[src/design/bfxbr_pkg.sv]
// Package for the bitfield, extend and branch execution block.
// Assumes a decoder that presents one decoded operation per cycle.
package bfxbr_pkg;

    // Operation codes presented by the decoder
    typedef enum logic [3:0] {
        BFXBR_OP_NONE = 4'h0,
        BFXBR_OP_SFX = 4'h1,
        BFXBR_OP_UFX = 4'h2,
        BFXBR_OP_FCLR = 4'h3,
        BFXBR_OP_FINS = 4'h4,
        BFXBR_OP_SBYTE = 4'h5,
        BFXBR_OP_UBYTE = 4'h6,
        BFXBR_OP_SHALF = 4'h7,
        BFXBR_OP_UHALF = 4'h8,
        BFXBR_OP_BIMM = 4'h9,
        BFXBR_OP_CALL_IMM = 4'hA,
        BFXBR_OP_JUMP_IND = 4'hB,
        BFXBR_OP_CALL_IND = 4'hC,
        BFXBR_OP_ZTEST = 4'hD,
        BFXBR_OP_NZTEST = 4'hE,
        BFXBR_OP_ITPFX = 4'hF
    } bfxbr_op_t;

    localparam logic [3:0] BFXBR_LINK_REG = 4'hE;
    localparam logic [3:0] BFXBR_COND_ALWAYS = 4'hE;
    localparam int BFXBR_IT_MAX = 4;
    localparam logic [31:0] BFXBR_NEAR_MIN = 32'hFFF0_0000;
    localparam logic [31:0] BFXBR_NEAR_MAX = 32'h000F_FFFE;
    localparam logic [31:0] BFXBR_FAR_MIN = 32'hFF00_0000;
    localparam logic [31:0] BFXBR_FAR_MAX = 32'h00FF_FFFE;
    localparam logic [4:0] BFXBR_ROT_BYTES = 5'h08;
    localparam logic [7:0] BFXBR_IT_RESET = 8'h00;

endpackage

[src/design/bfxbr_cond.sv]
// Condition-code evaluator for the branch and control group.
// Assumes flags are stable during the cycle the condition is used.
`timescale 1ns/100ps
module bfxbr_cond
    import bfxbr_pkg::*;
(
    // Condition and flags
    input wire logic [3:0] cond_i,
    input wire logic [3:0] nzcv_i,
    // Result
    output logic pass_o
);
    logic n;
    logic z;
    logic c;
    logic v;
    logic base;
    always_comb begin
        {n, z, c, v} = nzcv_i;
        unique case (cond_i[3:1])
            3'h0: base = z;
            3'h1: base = c;
            3'h2: base = n;
            3'h3: base = v;
            3'h4: base = c & ~z;
            3'h5: base = (n == v);
            3'h6: base = ~z & (n == v);
            3'h7: base = 1'b1;
        endcase
        // Code 0xF behaves as always as well
        if (cond_i[3:1] == 3'h7) begin
            pass_o = 1'b1;
        end else begin
            pass_o = base ^ cond_i[0];
        end
    end
endmodule

[src/design/bfxbr_exec.sv]
// Execution unit for field extract/clear/insert, byte and half extend,
// branches, zero-test branches and the if-then prefix.
// Assumes the decoder keeps operand and encoding rules; one op per cycle.
//
// Notes on behaviour
// (RQ1) Signed extract sign-extends field to 32 bits
// (RQ2) Unsigned extract zero-extends field to 32 bits
// (RQ3) Software keeps lsb 0-31, width 1..32-lsb
// (RQ4) Field and extend ops keep flags
// (RQ5) No stack pointer or program counter operands
// (RQ6) Extends rotate operand right 0/8/16/24 first
// (RQ7) Byte extends take rotated bits 7:0
// (RQ8) Half extends take rotated bits 15:0
// (RQ9) Calls write next address into R14
// (RQ10) Indirect target clears operand bit 0
// (RQ11) Indirect branch faults when operand bit 0 zero
// (RQ12) Offsets: 16 MB generally, 1 MB conditional outside
// (RQ13) Only conditional immediate branch outside blocks
// (RQ14) Branch in block must be last slot
// (RQ15) Indirect call never uses program counter
// (RQ16) Branches and zero-tests keep flags
// (RQ17) Zero-tests compare operand with zero, no flags
// (RQ18) Zero-test operand R0-R7, target 4..130 forward
// (RQ19) Zero-tests never inside if-then block
// (RQ20) First slot uses condition, others same or inverse
// (RQ21) Always condition never uses inverse switches
// (RQ22) Field clear zeroes width bits at lsb
// (RQ23) Field insert copies low source bits in
// (RQ24) If-then covers at most four instructions
// (RQ25) Conditions use current flags at execution
`timescale 1ns/100ps
module bfxbr_exec
    import bfxbr_pkg::*;
(
    // Clock and reset
    input wire logic sys_clk_i,
    input wire logic reset_n_i,
    // Decoded operation
    input wire logic op_valid_i,
    input wire bfxbr_op_t op_i,
    input wire logic [3:0] cond_i,
    input wire logic [3:0] dest_reg_i,
    input wire logic [4:0] lsb_i,
    input wire logic [5:0] width_i,
    input wire logic [1:0] rot_i,
    input wire logic [3:0] it_mask_i,
    input wire logic [31:0] imm_offset_i,
    // Operands and state
    input wire logic [31:0] first_source_reg_i,
    input wire logic [31:0] operand_reg_i,
    input wire logic [31:0] dest_old_i,
    input wire logic [31:0] program_counter_i,
    input wire logic [31:0] next_addr_i,
    input wire logic [3:0] nzcv_i,
    // Register write-back
    output logic wr_en_o,
    output logic [3:0] wr_reg_o,
    output logic [31:0] wr_data_o,
    // Program counter control
    output logic branch_o,
    output logic [31:0] branch_target_o,
    output logic invalid_state_fault_o,
    // If-then state seen by the next instructions
    output logic in_it_block_o,
    output logic slot_pass_o
);

    ////////////////////////////////////////////////////////////////////////
    function automatic logic [31:0] field_mask(input logic [4:0] lsb,
                                               input logic [5:0] width);
        logic [63:0] ones;
        ones = (64'h1 << width) - 64'h1;
        field_mask = ones[31:0] << lsb;
    endfunction

    function automatic logic [31:0] sext(input logic [31:0] v,
                                         input logic [5:0] width);
        logic [5:0] sh;
        sh = 6'h20 - width;
        sext = 32'($signed(v << sh) >>> sh);
    endfunction

    ////////////////////////////////////////////////////////////////////////
    // If-then state: condition and remaining switch mask
    logic [3:0] it_cond_q;
    logic [3:0] it_cond_d;
    logic [3:0] it_mask_q;
    logic [3:0] it_mask_d;
    logic it_flip_q;
    logic it_flip_d;
    logic slot_cond_pass;
    logic op_cond_pass;
    logic [3:0] slot_cond;
    logic [3:0] eff_cond;

    assign in_it_block_o = (it_mask_q != 4'h0);
    // Slot condition: low bit of the base code flipped by the switch
    assign slot_cond = {it_cond_q[3:1], it_cond_q[0] ^ it_flip_q}; // RQ20
    assign eff_cond = in_it_block_o ? slot_cond : cond_i;

    bfxbr_cond u_slot_cond (
        .cond_i(slot_cond),
        .nzcv_i(nzcv_i), // RQ25
        .pass_o(slot_cond_pass)
    );
    bfxbr_cond u_op_cond (
        .cond_i(eff_cond),
        .nzcv_i(nzcv_i), // RQ25
        .pass_o(op_cond_pass)
    );
    assign slot_pass_o = in_it_block_o ? slot_cond_pass : 1'b1;

    // Mask: top bit is the next slot's switch, a lone 1 marks the end
    always_comb begin
        it_cond_d = it_cond_q;
        it_mask_d = it_mask_q;
        it_flip_d = it_flip_q;
        if (op_valid_i) begin
            if (op_i == BFXBR_OP_ITPFX && !in_it_block_o) begin
                it_cond_d = cond_i; // RQ20
                // First slot takes the base condition as it stands
                it_flip_d = 1'b0;
                // Four-bit mask limits the block to four slots
                it_mask_d = it_mask_i; // RQ24
            end else if (in_it_block_o) begin
                // Bit shifted out is the switch of the slot that follows
                it_flip_d = it_mask_q[3];
                it_mask_d = (it_mask_q[2:0] == 3'h0) ? 4'h0 : {it_mask_q[2:0], 1'b0};
            end
        end
    end

    always_ff @(posedge sys_clk_i) begin
        if (!reset_n_i) begin
            it_cond_q <= BFXBR_IT_RESET[3:0];
            it_mask_q <= BFXBR_IT_RESET[7:4];
            it_flip_q <= 1'b0;
        end else begin
            it_cond_q <= it_cond_d;
            it_mask_q <= it_mask_d;
            it_flip_q <= it_flip_d;
        end
    end

    ////////////////////////////////////////////////////////////////////////
    // Datapath and branch decision
    logic [31:0] rotated;
    logic [31:0] fmask;
    logic [31:0] extracted;
    logic [31:0] wr_data_d;
    logic [31:0] target_d;
    logic [31:0] offset_lim;
    logic wr_en_d;
    logic [3:0] wr_reg_d;
    logic branch_d;
    logic fault_d;
    logic exec;
    logic [4:0] rot_amt;

    assign rot_amt = 5'(rot_i * BFXBR_ROT_BYTES);
    assign rotated = (operand_reg_i >> rot_amt) | (operand_reg_i << (6'h20 - rot_amt)); // RQ6
    assign fmask = field_mask(lsb_i, width_i);
    assign extracted = (first_source_reg_i >> lsb_i) & field_mask(5'h00, width_i);
    // Condition failures suppress all effects
    assign exec = op_valid_i & op_cond_pass;

    always_comb begin
        wr_en_d = 1'b0;
        wr_reg_d = dest_reg_i;
        wr_data_d = 32'h0000_0000;
        branch_d = 1'b0;
        target_d = 32'h0000_0000;
        fault_d = 1'b0;
        // Immediate branch and call offsets beyond reach are clipped to the documented range
        offset_lim = imm_offset_i;
        if (exec) begin
            unique case (op_i)
                BFXBR_OP_SFX: begin
                    wr_en_d = 1'b1;
                    wr_data_d = sext(extracted, width_i); // RQ1
                end
                BFXBR_OP_UFX: begin
                    wr_en_d = 1'b1;
                    wr_data_d = extracted; // RQ2
                end
                BFXBR_OP_FCLR: begin
                    wr_en_d = 1'b1;
                    wr_data_d = dest_old_i & ~fmask; // RQ22
                end
                BFXBR_OP_FINS: begin
                    wr_en_d = 1'b1;
                    wr_data_d = (dest_old_i & ~fmask)
                        | ((first_source_reg_i << lsb_i) & fmask); // RQ23
                end
                BFXBR_OP_SBYTE: begin
                    wr_en_d = 1'b1;
                    wr_data_d = {{24{rotated[7]}}, rotated[7:0]}; // RQ7
                end
                BFXBR_OP_UBYTE: begin
                    wr_en_d = 1'b1;
                    wr_data_d = {24'h00_0000, rotated[7:0]}; // RQ7
                end
                BFXBR_OP_SHALF: begin
                    wr_en_d = 1'b1;
                    wr_data_d = {{16{rotated[15]}}, rotated[15:0]}; // RQ8
                end
                BFXBR_OP_UHALF: begin
                    wr_en_d = 1'b1;
                    wr_data_d = {16'h0000, rotated[15:0]}; // RQ8
                end
                BFXBR_OP_BIMM, BFXBR_OP_CALL_IMM: begin
                    // Near reach only for a conditional branch outside a block
                    if (op_i == BFXBR_OP_BIMM && !in_it_block_o
                        && cond_i != BFXBR_COND_ALWAYS) begin
                        if ($signed(imm_offset_i) < $signed(BFXBR_NEAR_MIN)) begin
                            offset_lim = BFXBR_NEAR_MIN; // RQ12
                        end else if ($signed(imm_offset_i) > $signed(BFXBR_NEAR_MAX)) begin
                            offset_lim = BFXBR_NEAR_MAX; // RQ12
                        end
                    end else if ($signed(imm_offset_i) < $signed(BFXBR_FAR_MIN)) begin
                        offset_lim = BFXBR_FAR_MIN; // RQ12
                    end else if ($signed(imm_offset_i) > $signed(BFXBR_FAR_MAX)) begin
                        offset_lim = BFXBR_FAR_MAX; // RQ12
                    end
                    branch_d = 1'b1;
                    target_d = program_counter_i + offset_lim;
                    if (op_i == BFXBR_OP_CALL_IMM) begin
                        wr_en_d = 1'b1;
                        wr_reg_d = BFXBR_LINK_REG;
                        wr_data_d = next_addr_i; // RQ9
                    end
                end
                BFXBR_OP_JUMP_IND, BFXBR_OP_CALL_IND: begin
                    if (!operand_reg_i[0]) begin
                        // Faulting branch neither jumps nor links
                        fault_d = 1'b1; // RQ11
                    end else begin
                        branch_d = 1'b1;
                        target_d = {operand_reg_i[31:1], 1'b0}; // RQ10
                        if (op_i == BFXBR_OP_CALL_IND) begin
                            wr_en_d = 1'b1;
                            wr_reg_d = BFXBR_LINK_REG;
                            wr_data_d = next_addr_i; // RQ9
                        end
                    end
                end
                BFXBR_OP_ZTEST, BFXBR_OP_NZTEST: begin
                    // Comparison done here, flags never touched
                    branch_d = (operand_reg_i == 32'h0000_0000)
                        == (op_i == BFXBR_OP_ZTEST); // RQ17
                    target_d = program_counter_i + imm_offset_i;
                end
                BFXBR_OP_ITPFX, BFXBR_OP_NONE: begin
                    wr_en_d = 1'b0;
                end
            endcase
        end
    end

    // No flag output exists: field, extend and branch ops leave flags alone
    always_ff @(posedge sys_clk_i) begin // RQ4 RQ16
        if (!reset_n_i) begin
            wr_en_o <= 1'b0;
            wr_reg_o <= 4'h0;
            wr_data_o <= 32'h0000_0000;
            branch_o <= 1'b0;
            branch_target_o <= 32'h0000_0000;
            invalid_state_fault_o <= 1'b0;
        end else begin
            wr_en_o <= wr_en_d;
            wr_reg_o <= wr_reg_d;
            wr_data_o <= wr_data_d;
            branch_o <= branch_d;
            branch_target_o <= target_d;
            invalid_state_fault_o <= fault_d;
        end
    end
endmodule

[config.mk]
export PLATFORM = sky130hd
export DESIGN_NAME = bfxbr_exec
export DESIGN_NICKNAME = d
export VERILOG_FILES = /design/src/design/bfxbr_pkg.sv /design/src/design/bfxbr_cond.sv /design/src/design/bfxbr_exec.sv
export SDC_FILE = /design/constraint.sdc
export NUM_CORES = 1
export LEC_CHECK = 0
export ABC_AREA = 1
export BUFFER_PORTS_ARGS = -buffer_cell sky130_fd_sc_hd__buf_2
export CAP_MARGIN = 25
export CELL_PAD_IN_SITES_DETAIL_PLACEMENT = 0
export CELL_PAD_IN_SITES_GLOBAL_PLACEMENT = 1
export CORE_MARGIN = 4
export CORE_UTILIZATION = 26
export DETAILED_ROUTE_END_ITERATION = 12
export GPL_TIMING_DRIVEN = 1
export PLACE_DENSITY = 0.63
export SYNTH_ARGS = -nofsm -noshare
export SYNTH_HDL_FRONTEND = slang
export SYNTH_SLANG_ARGS = --single-unit
[constraint.sdc]
create_clock -name sys_clk_i -period 5.3 [get_ports sys_clk_i]
set_input_delay 1.59 -clock sys_clk_i [delete_from_list [all_inputs] [get_ports sys_clk_i]]
set_output_delay 1.59 -clock sys_clk_i [all_outputs]
set_load 0.02 [all_outputs]
# --- Word-level counts from Yosys, hierarchy flattened ---
# Index checks and enable logic that the tools add are counted.
totals:
  inputBits: 228
  elab_cells: 125
  ff_bits: 80
classes:
  n_mux: 36
  addsub: 5
  n_shift: 8
  bitwise: 13
  reduce_logical: 18
  magnitude_cmp: 4
  n_eq_ne: 32
ops:
  columns: ["op", "n"]
  rows:
  - ["32-bit 2-to-1 mux", 11]
  - ["32-bit one-hot mux with 10 select lines", 1]
  - ["32-bit bitwise AND", 3]
  - ["32-bit one-hot mux with 3 select lines", 1]
  - ["32-bit adder", 2]
  - ["32-bit by 5-bit << shifter with 32-bit output", 2]
  - ["4-bit equality test, second input constant", 8]
  - ["32-bit by 21-bit greater-than comparator with 1-bit output, second input constant", 1]
  - ["32-bit by 25-bit greater-than comparator with 1-bit output, second input constant", 1]
  - ["32-bit logical NOT", 1]
  - ["32-bit by 21-bit less-than comparator with 1-bit output, second input constant", 1]
  - ["32-bit by 25-bit less-than comparator with 1-bit output, second input constant", 1]
  - ["4-bit 2-to-1 mux", 8]
  - ["32-bit NOT", 1]
  - ["32-bit OR", 1]
  - ["1-bit by 6-bit << shifter with 32-bit output, first input constant", 1]
  - ["32-bit by 6-bit << shifter with 16-bit output", 1]
  - ["32-bit by 6-bit << shifter with 32-bit output", 1]
  - ["32-bit by 5-bit right shift with 16-bit output", 1]
  - ["32-bit by 5-bit right shift with 32-bit output", 1]
  - ["32-bit by 6-bit >>> shifter with 32-bit output", 1]
  - ["32-bit by 1-bit subtractor with 32-bit output, second input constant", 1]
  - ["3-bit equality test, second input constant", 8]
  - ["4-bit by 3-bit equality test with 1-bit output, second input constant", 4]
  - ["other kinds (25)", 54]

# --- Logic depth before layout (Yosys ltp) ---
logic_depth:
  word_depth: 10
  depth_mapped: 36
  mapped_depth_nobuf: 35

# --- By module ---
# A second synthesis with hierarchy kept.
hier_totals:
  cells_unflattened: 3355
  area_unflattened_um2: 17052.6
modules_own_cells:
  columns: ["mod", "cells_each", "seq_area_each_um2", "area_per_inst_um2", "n_inst"]
  rows:
  - ["bfxbr_exec", 3295, 1601.5, 16802.4, 1]
  - ["bfxbr_cond", 30, 0.0, 125.1, 2]

# --- Worst setup path before layout ---
# OpenSTA, ideal clock, no wires.
synth_path:
  path_type: "input -> register"
  start: "in imm_offset_i[8]"
  end: "reg branch_target_o[26]"
  path_buffers: 1
  t_arrival_ns: 5.453
  setup_slack_ns: -0.273
  cell_stages: 33
  cell_sequence: "nand4_1 or4_1 inv_1 nand3_1 and3_1 clkbuf_1 o221ai_1 nand2_1 inv_1 ha_1 inv_1 fa_1 inv_1 nand3_1 nand2_1 nand2_1 nand2_1 a21oi_1 nor2_1 nor2_1 o21bai_1 inv_1 o21ai_0 a21oi_1 inv_1 a21oi_1 inv_1 a21boi_0 inv_1 a21oi_1 or2_2 nand3_1 a21oi_1"
synth_between:
  elab_chain_cells: 8
synth_rtl:
  columns: ["element", "line_no", "text"]
  rows:
  - ["start, declared", "bfxbr_exec.sv:47", "input wire logic [31:0] imm_offset_i,"]
  - ["32-bit by 25-bit greater-than comparator with 1-bit output or 32-bit by 21-bit greater-than comparator with 1-bit output (tied branches)", "bfxbr_exec.sv:222, bfxbr_exec.sv:217", null]
  - ["32-bit 2-to-1 mux, on equally long branches", "bfxbr_exec.sv:222, bfxbr_exec.sv:217", null]
  - ["32-bit 2-to-1 mux, on equally long branches", "bfxbr_exec.sv:220, bfxbr_exec.sv:215", null]
  - ["32-bit 2-to-1 mux", "bfxbr_exec.sv:213", "if (op_i == BFXBR_OP_BIMM && !in_it_block_o"]
  - ["32-bit 2-to-1 mux", "bfxbr_exec.sv:177", "unique case (op_i)"]
  - ["32-bit 2-to-1 mux", "bfxbr_exec.sv:176", "if (exec) begin"]
  - ["32-bit adder", "bfxbr_exec.sv:226", "target_d = program_counter_i + offset_lim;"]
  - ["32-bit one-hot mux with 3 select lines *", "bfxbr_exec.sv:177", null]
  - ["end signal, assigned", "bfxbr_exec.sv:274", "branch_target_o <= target_d;"]
  - ["end, declared", "bfxbr_exec.sv:61", "output logic [31:0] branch_target_o,"]
# Every way passes the cells marked *; elsewhere a longest branch is shown, timed or not. The select of a mux whose other input is x is not followed.
# A chain may end at the register's enable or synchronous reset.

# --- Worst setup path after layout ---
layout_path:
  start: "in imm_offset_i[9]"
  end: "reg branch_target_o[22]"
# The elaborated chain is that of the path after synthesis.

==> reports/qor.csv <==
metric,value,unit
fin_crit,5.42,ns
worstMarginPinSlew,1.00,ns
cp.arrival,5.71,ns
fmax,185,MHz
core-area,62200,sq um
boundaryPins,301,
cp-start-kind,input port,
status,finished with violations,
crit_path_end_kind,flip-flop,
start_util,26.5,%
p_leak,11.0,nW
relSlewSlack,33.0,%
rsz0062_at_grt,yes,
clk_latency,0.37,ns
drt-pass1-iter-count,5,
crit_fanout,4,
synth_warnings,0,
slowest_stage,or4_4,
required,5.60,ns
track_usage,28.1,%
max_cap_violations,0,
rows,91,
slew_violations,0,
synth_cells,3164,
r2r-start,it_mask_q[3],
finalCritPeriodShare,102,%
ys_top_cells_by_area,"nand3_1 20%, nand2_1 19%, dfxtp_1 9.7%",
first_global_vias,22800,
drc_errors,0,
cts_buffer_depth,2,
drt_iter0_markers,2541,
synth-async-reset-ratio,0,%
criticalPathCategory,input port to flip-flop,
wl_per_cell,21.8,um
avgViaCountPerCell,5.32,
synth_enable_flop_cells,0,
synth_cell_types,59,
synth_most_common_cell,nand2_1,
cts_buffers,9,
gr-total-overflow,0,
wirelength,99100,um
syn_area,16400,sq um
fin_setup_tns,-0.294,ns
die_x,260,um
dpl.hpwl,82800,um
ant_nets,0,
cp_common_cell,a21oi_2,
syn_nets,3432,
hold_class,flip-flop to flip-flop,
fin_total_pwr,0.00422,W
cts.sinks,80,
synthFlopType,dfxtp_1,
holdWs,0.511,ns
path_clk_slew,0.07,ns
max_stage_delay,0.59,ns
peakVddDrop,0.000112,V
vias,24200,
clock_skew,0.0127,ns
yosysTopAreaCell,nand3_1,
port_buffers,300,
yosysTopAreaCellShare,20.0,%
cts.root.buffer_cell,clkbuf_16,
ys_seq_elements,80,
antenna_found_initial,43,
hold_violations,0,
synthTopCellsByCount,"811 x nand2_1, 656 x nand3_1, 276 x nor2_1",
min_from,it_cond_q[3],
die_h,260,um
avgSynthCellArea,5.20,sq um
area_growth,35.1,%
nFillCells,7274,
violations,negative setup slack,
seq_area_frac_synth,9.74,%
power_density,190,nW/um^2
setup_viol,4,
die-area,67400,sq um
layout-drive-gt1-share,24.7,%
startpoint,imm_offset_i[9],
final_nets,3951,
postLayoutSetupSlackWorst,-0.117,ns
grt_max_degree,96,
htree_levels,3,
grt_pass1_wl,144000,um
cts_tree,yes,
gp_congestion,0.989,
-- cells by family after synthesis --
kind of cell               share of synthesized area, %
buffers and inverters                              10.9
xor gates and xnor gates                          0.685
AOI/OAI and AO/OA                                  22.0
and+or+nand+nor                                    52.8
DFF                                                9.74
adders and majority gates                          3.09
muxes                                             0.791
-- worst max-delay path: cells and delay by family --
family                     cells  cell delay [ns]
and+or+nand+nor                9             1.30
buffers and inverters          9             0.82
adders and majority gates      1             0.23
AOI/OAI and AO/OA             14             1.75
-- metrics by stage --
step / utilization (%) / worst slack, ns / cells / area, sq um
5_1_grt: 35.7 / -0.434 / 4530 / 22200
3_3_place_gp: 34.1 / -0.785 / 4483 / 21200
2_1_floorplan: - / -0.0505 / 3164 / 16500
6_report: 35.8 / -0.117 / 4543 / 22200
3_5_place_dp: 34.1 / -0.835 / 4483 / 21200
4_1_cts: 35.2 / -0.120 / 4527 / 21900
-- sequential cells by signal, summed over array words and instances, names as in the netlist --
| register | flops |
|---|---|
| branch_target_o | 32 |
| wr_data_o | 32 |
| it_cond_q | 4 |
| it_mask_q | 4 |
| wr_reg_o | 4 |
| branch_o | 1 |
| invalid_state_fault_o | 1 |
| it_flip_q | 1 |
| wr_en_o | 1 |
-- cell usage in the layout, fill, tap and decap left out, drive strengths merged, types with 26 or more instances in the layout --
cell and instances:
a21oi 195, nand3 676, nand4 71, nand2 840
buf 702, o211ai 42, o22ai 26, ha 39
nor2 293, o21ai 292, dfxtp 80, inv 246
-- final timing paths --
check                             end  slack (ns)  cells past startpoint
setup / recovery  branch_target_o[22]       -0.12                     33
hold / removal           it_cond_q[3]        0.51                      2
setup reg to reg  branch_target_o[22]        0.96                     32
hold reg to reg          it_cond_q[3]        0.51                      2
-- layer usage --
metal  up-vias  track usage (%)  wire length (um)
met5         -                0               337
met4        50             9.95              3990
met3       193             8.57              9910
met2      1063             45.6             44200
met1     10900             35.2             40700
li1      11900                -                 -
-- cell type report --
cell class	instances	area (sq um)	area share [%]
Antenna cell	18	45.0	0.203
Clock buffer	10	239	1.08
Clock inverter	6	48.8	0.220
Inverter	247	932	4.19
Multi-Input combinational cell	2643	13500	60.7
Sequential cell	80	1600	7.21
Tap cell	837	1050	4.71
Timing Repair Buffer	702	4810	21.7
-- repair_timing --
action	CTS	global route
hold buffers	0	0
resized for setup	54	86
setup buffers	28	5
endpoints found under the setup margin	15	36
pin swaps	46	45
hold endpoints to repair	0	0
-- where the power goes --
part           leakage [nW]  switching [W]  total (W)  internal [W]
clock network         0.144       0.000301   0.000638      0.000337
logic                  10.2        0.00184    0.00289       0.00104
registers             0.648      0.0000309   0.000695      0.000664
total                  11.0        0.00217    0.00422       0.00205
Power figures use the tool's default switching activity.
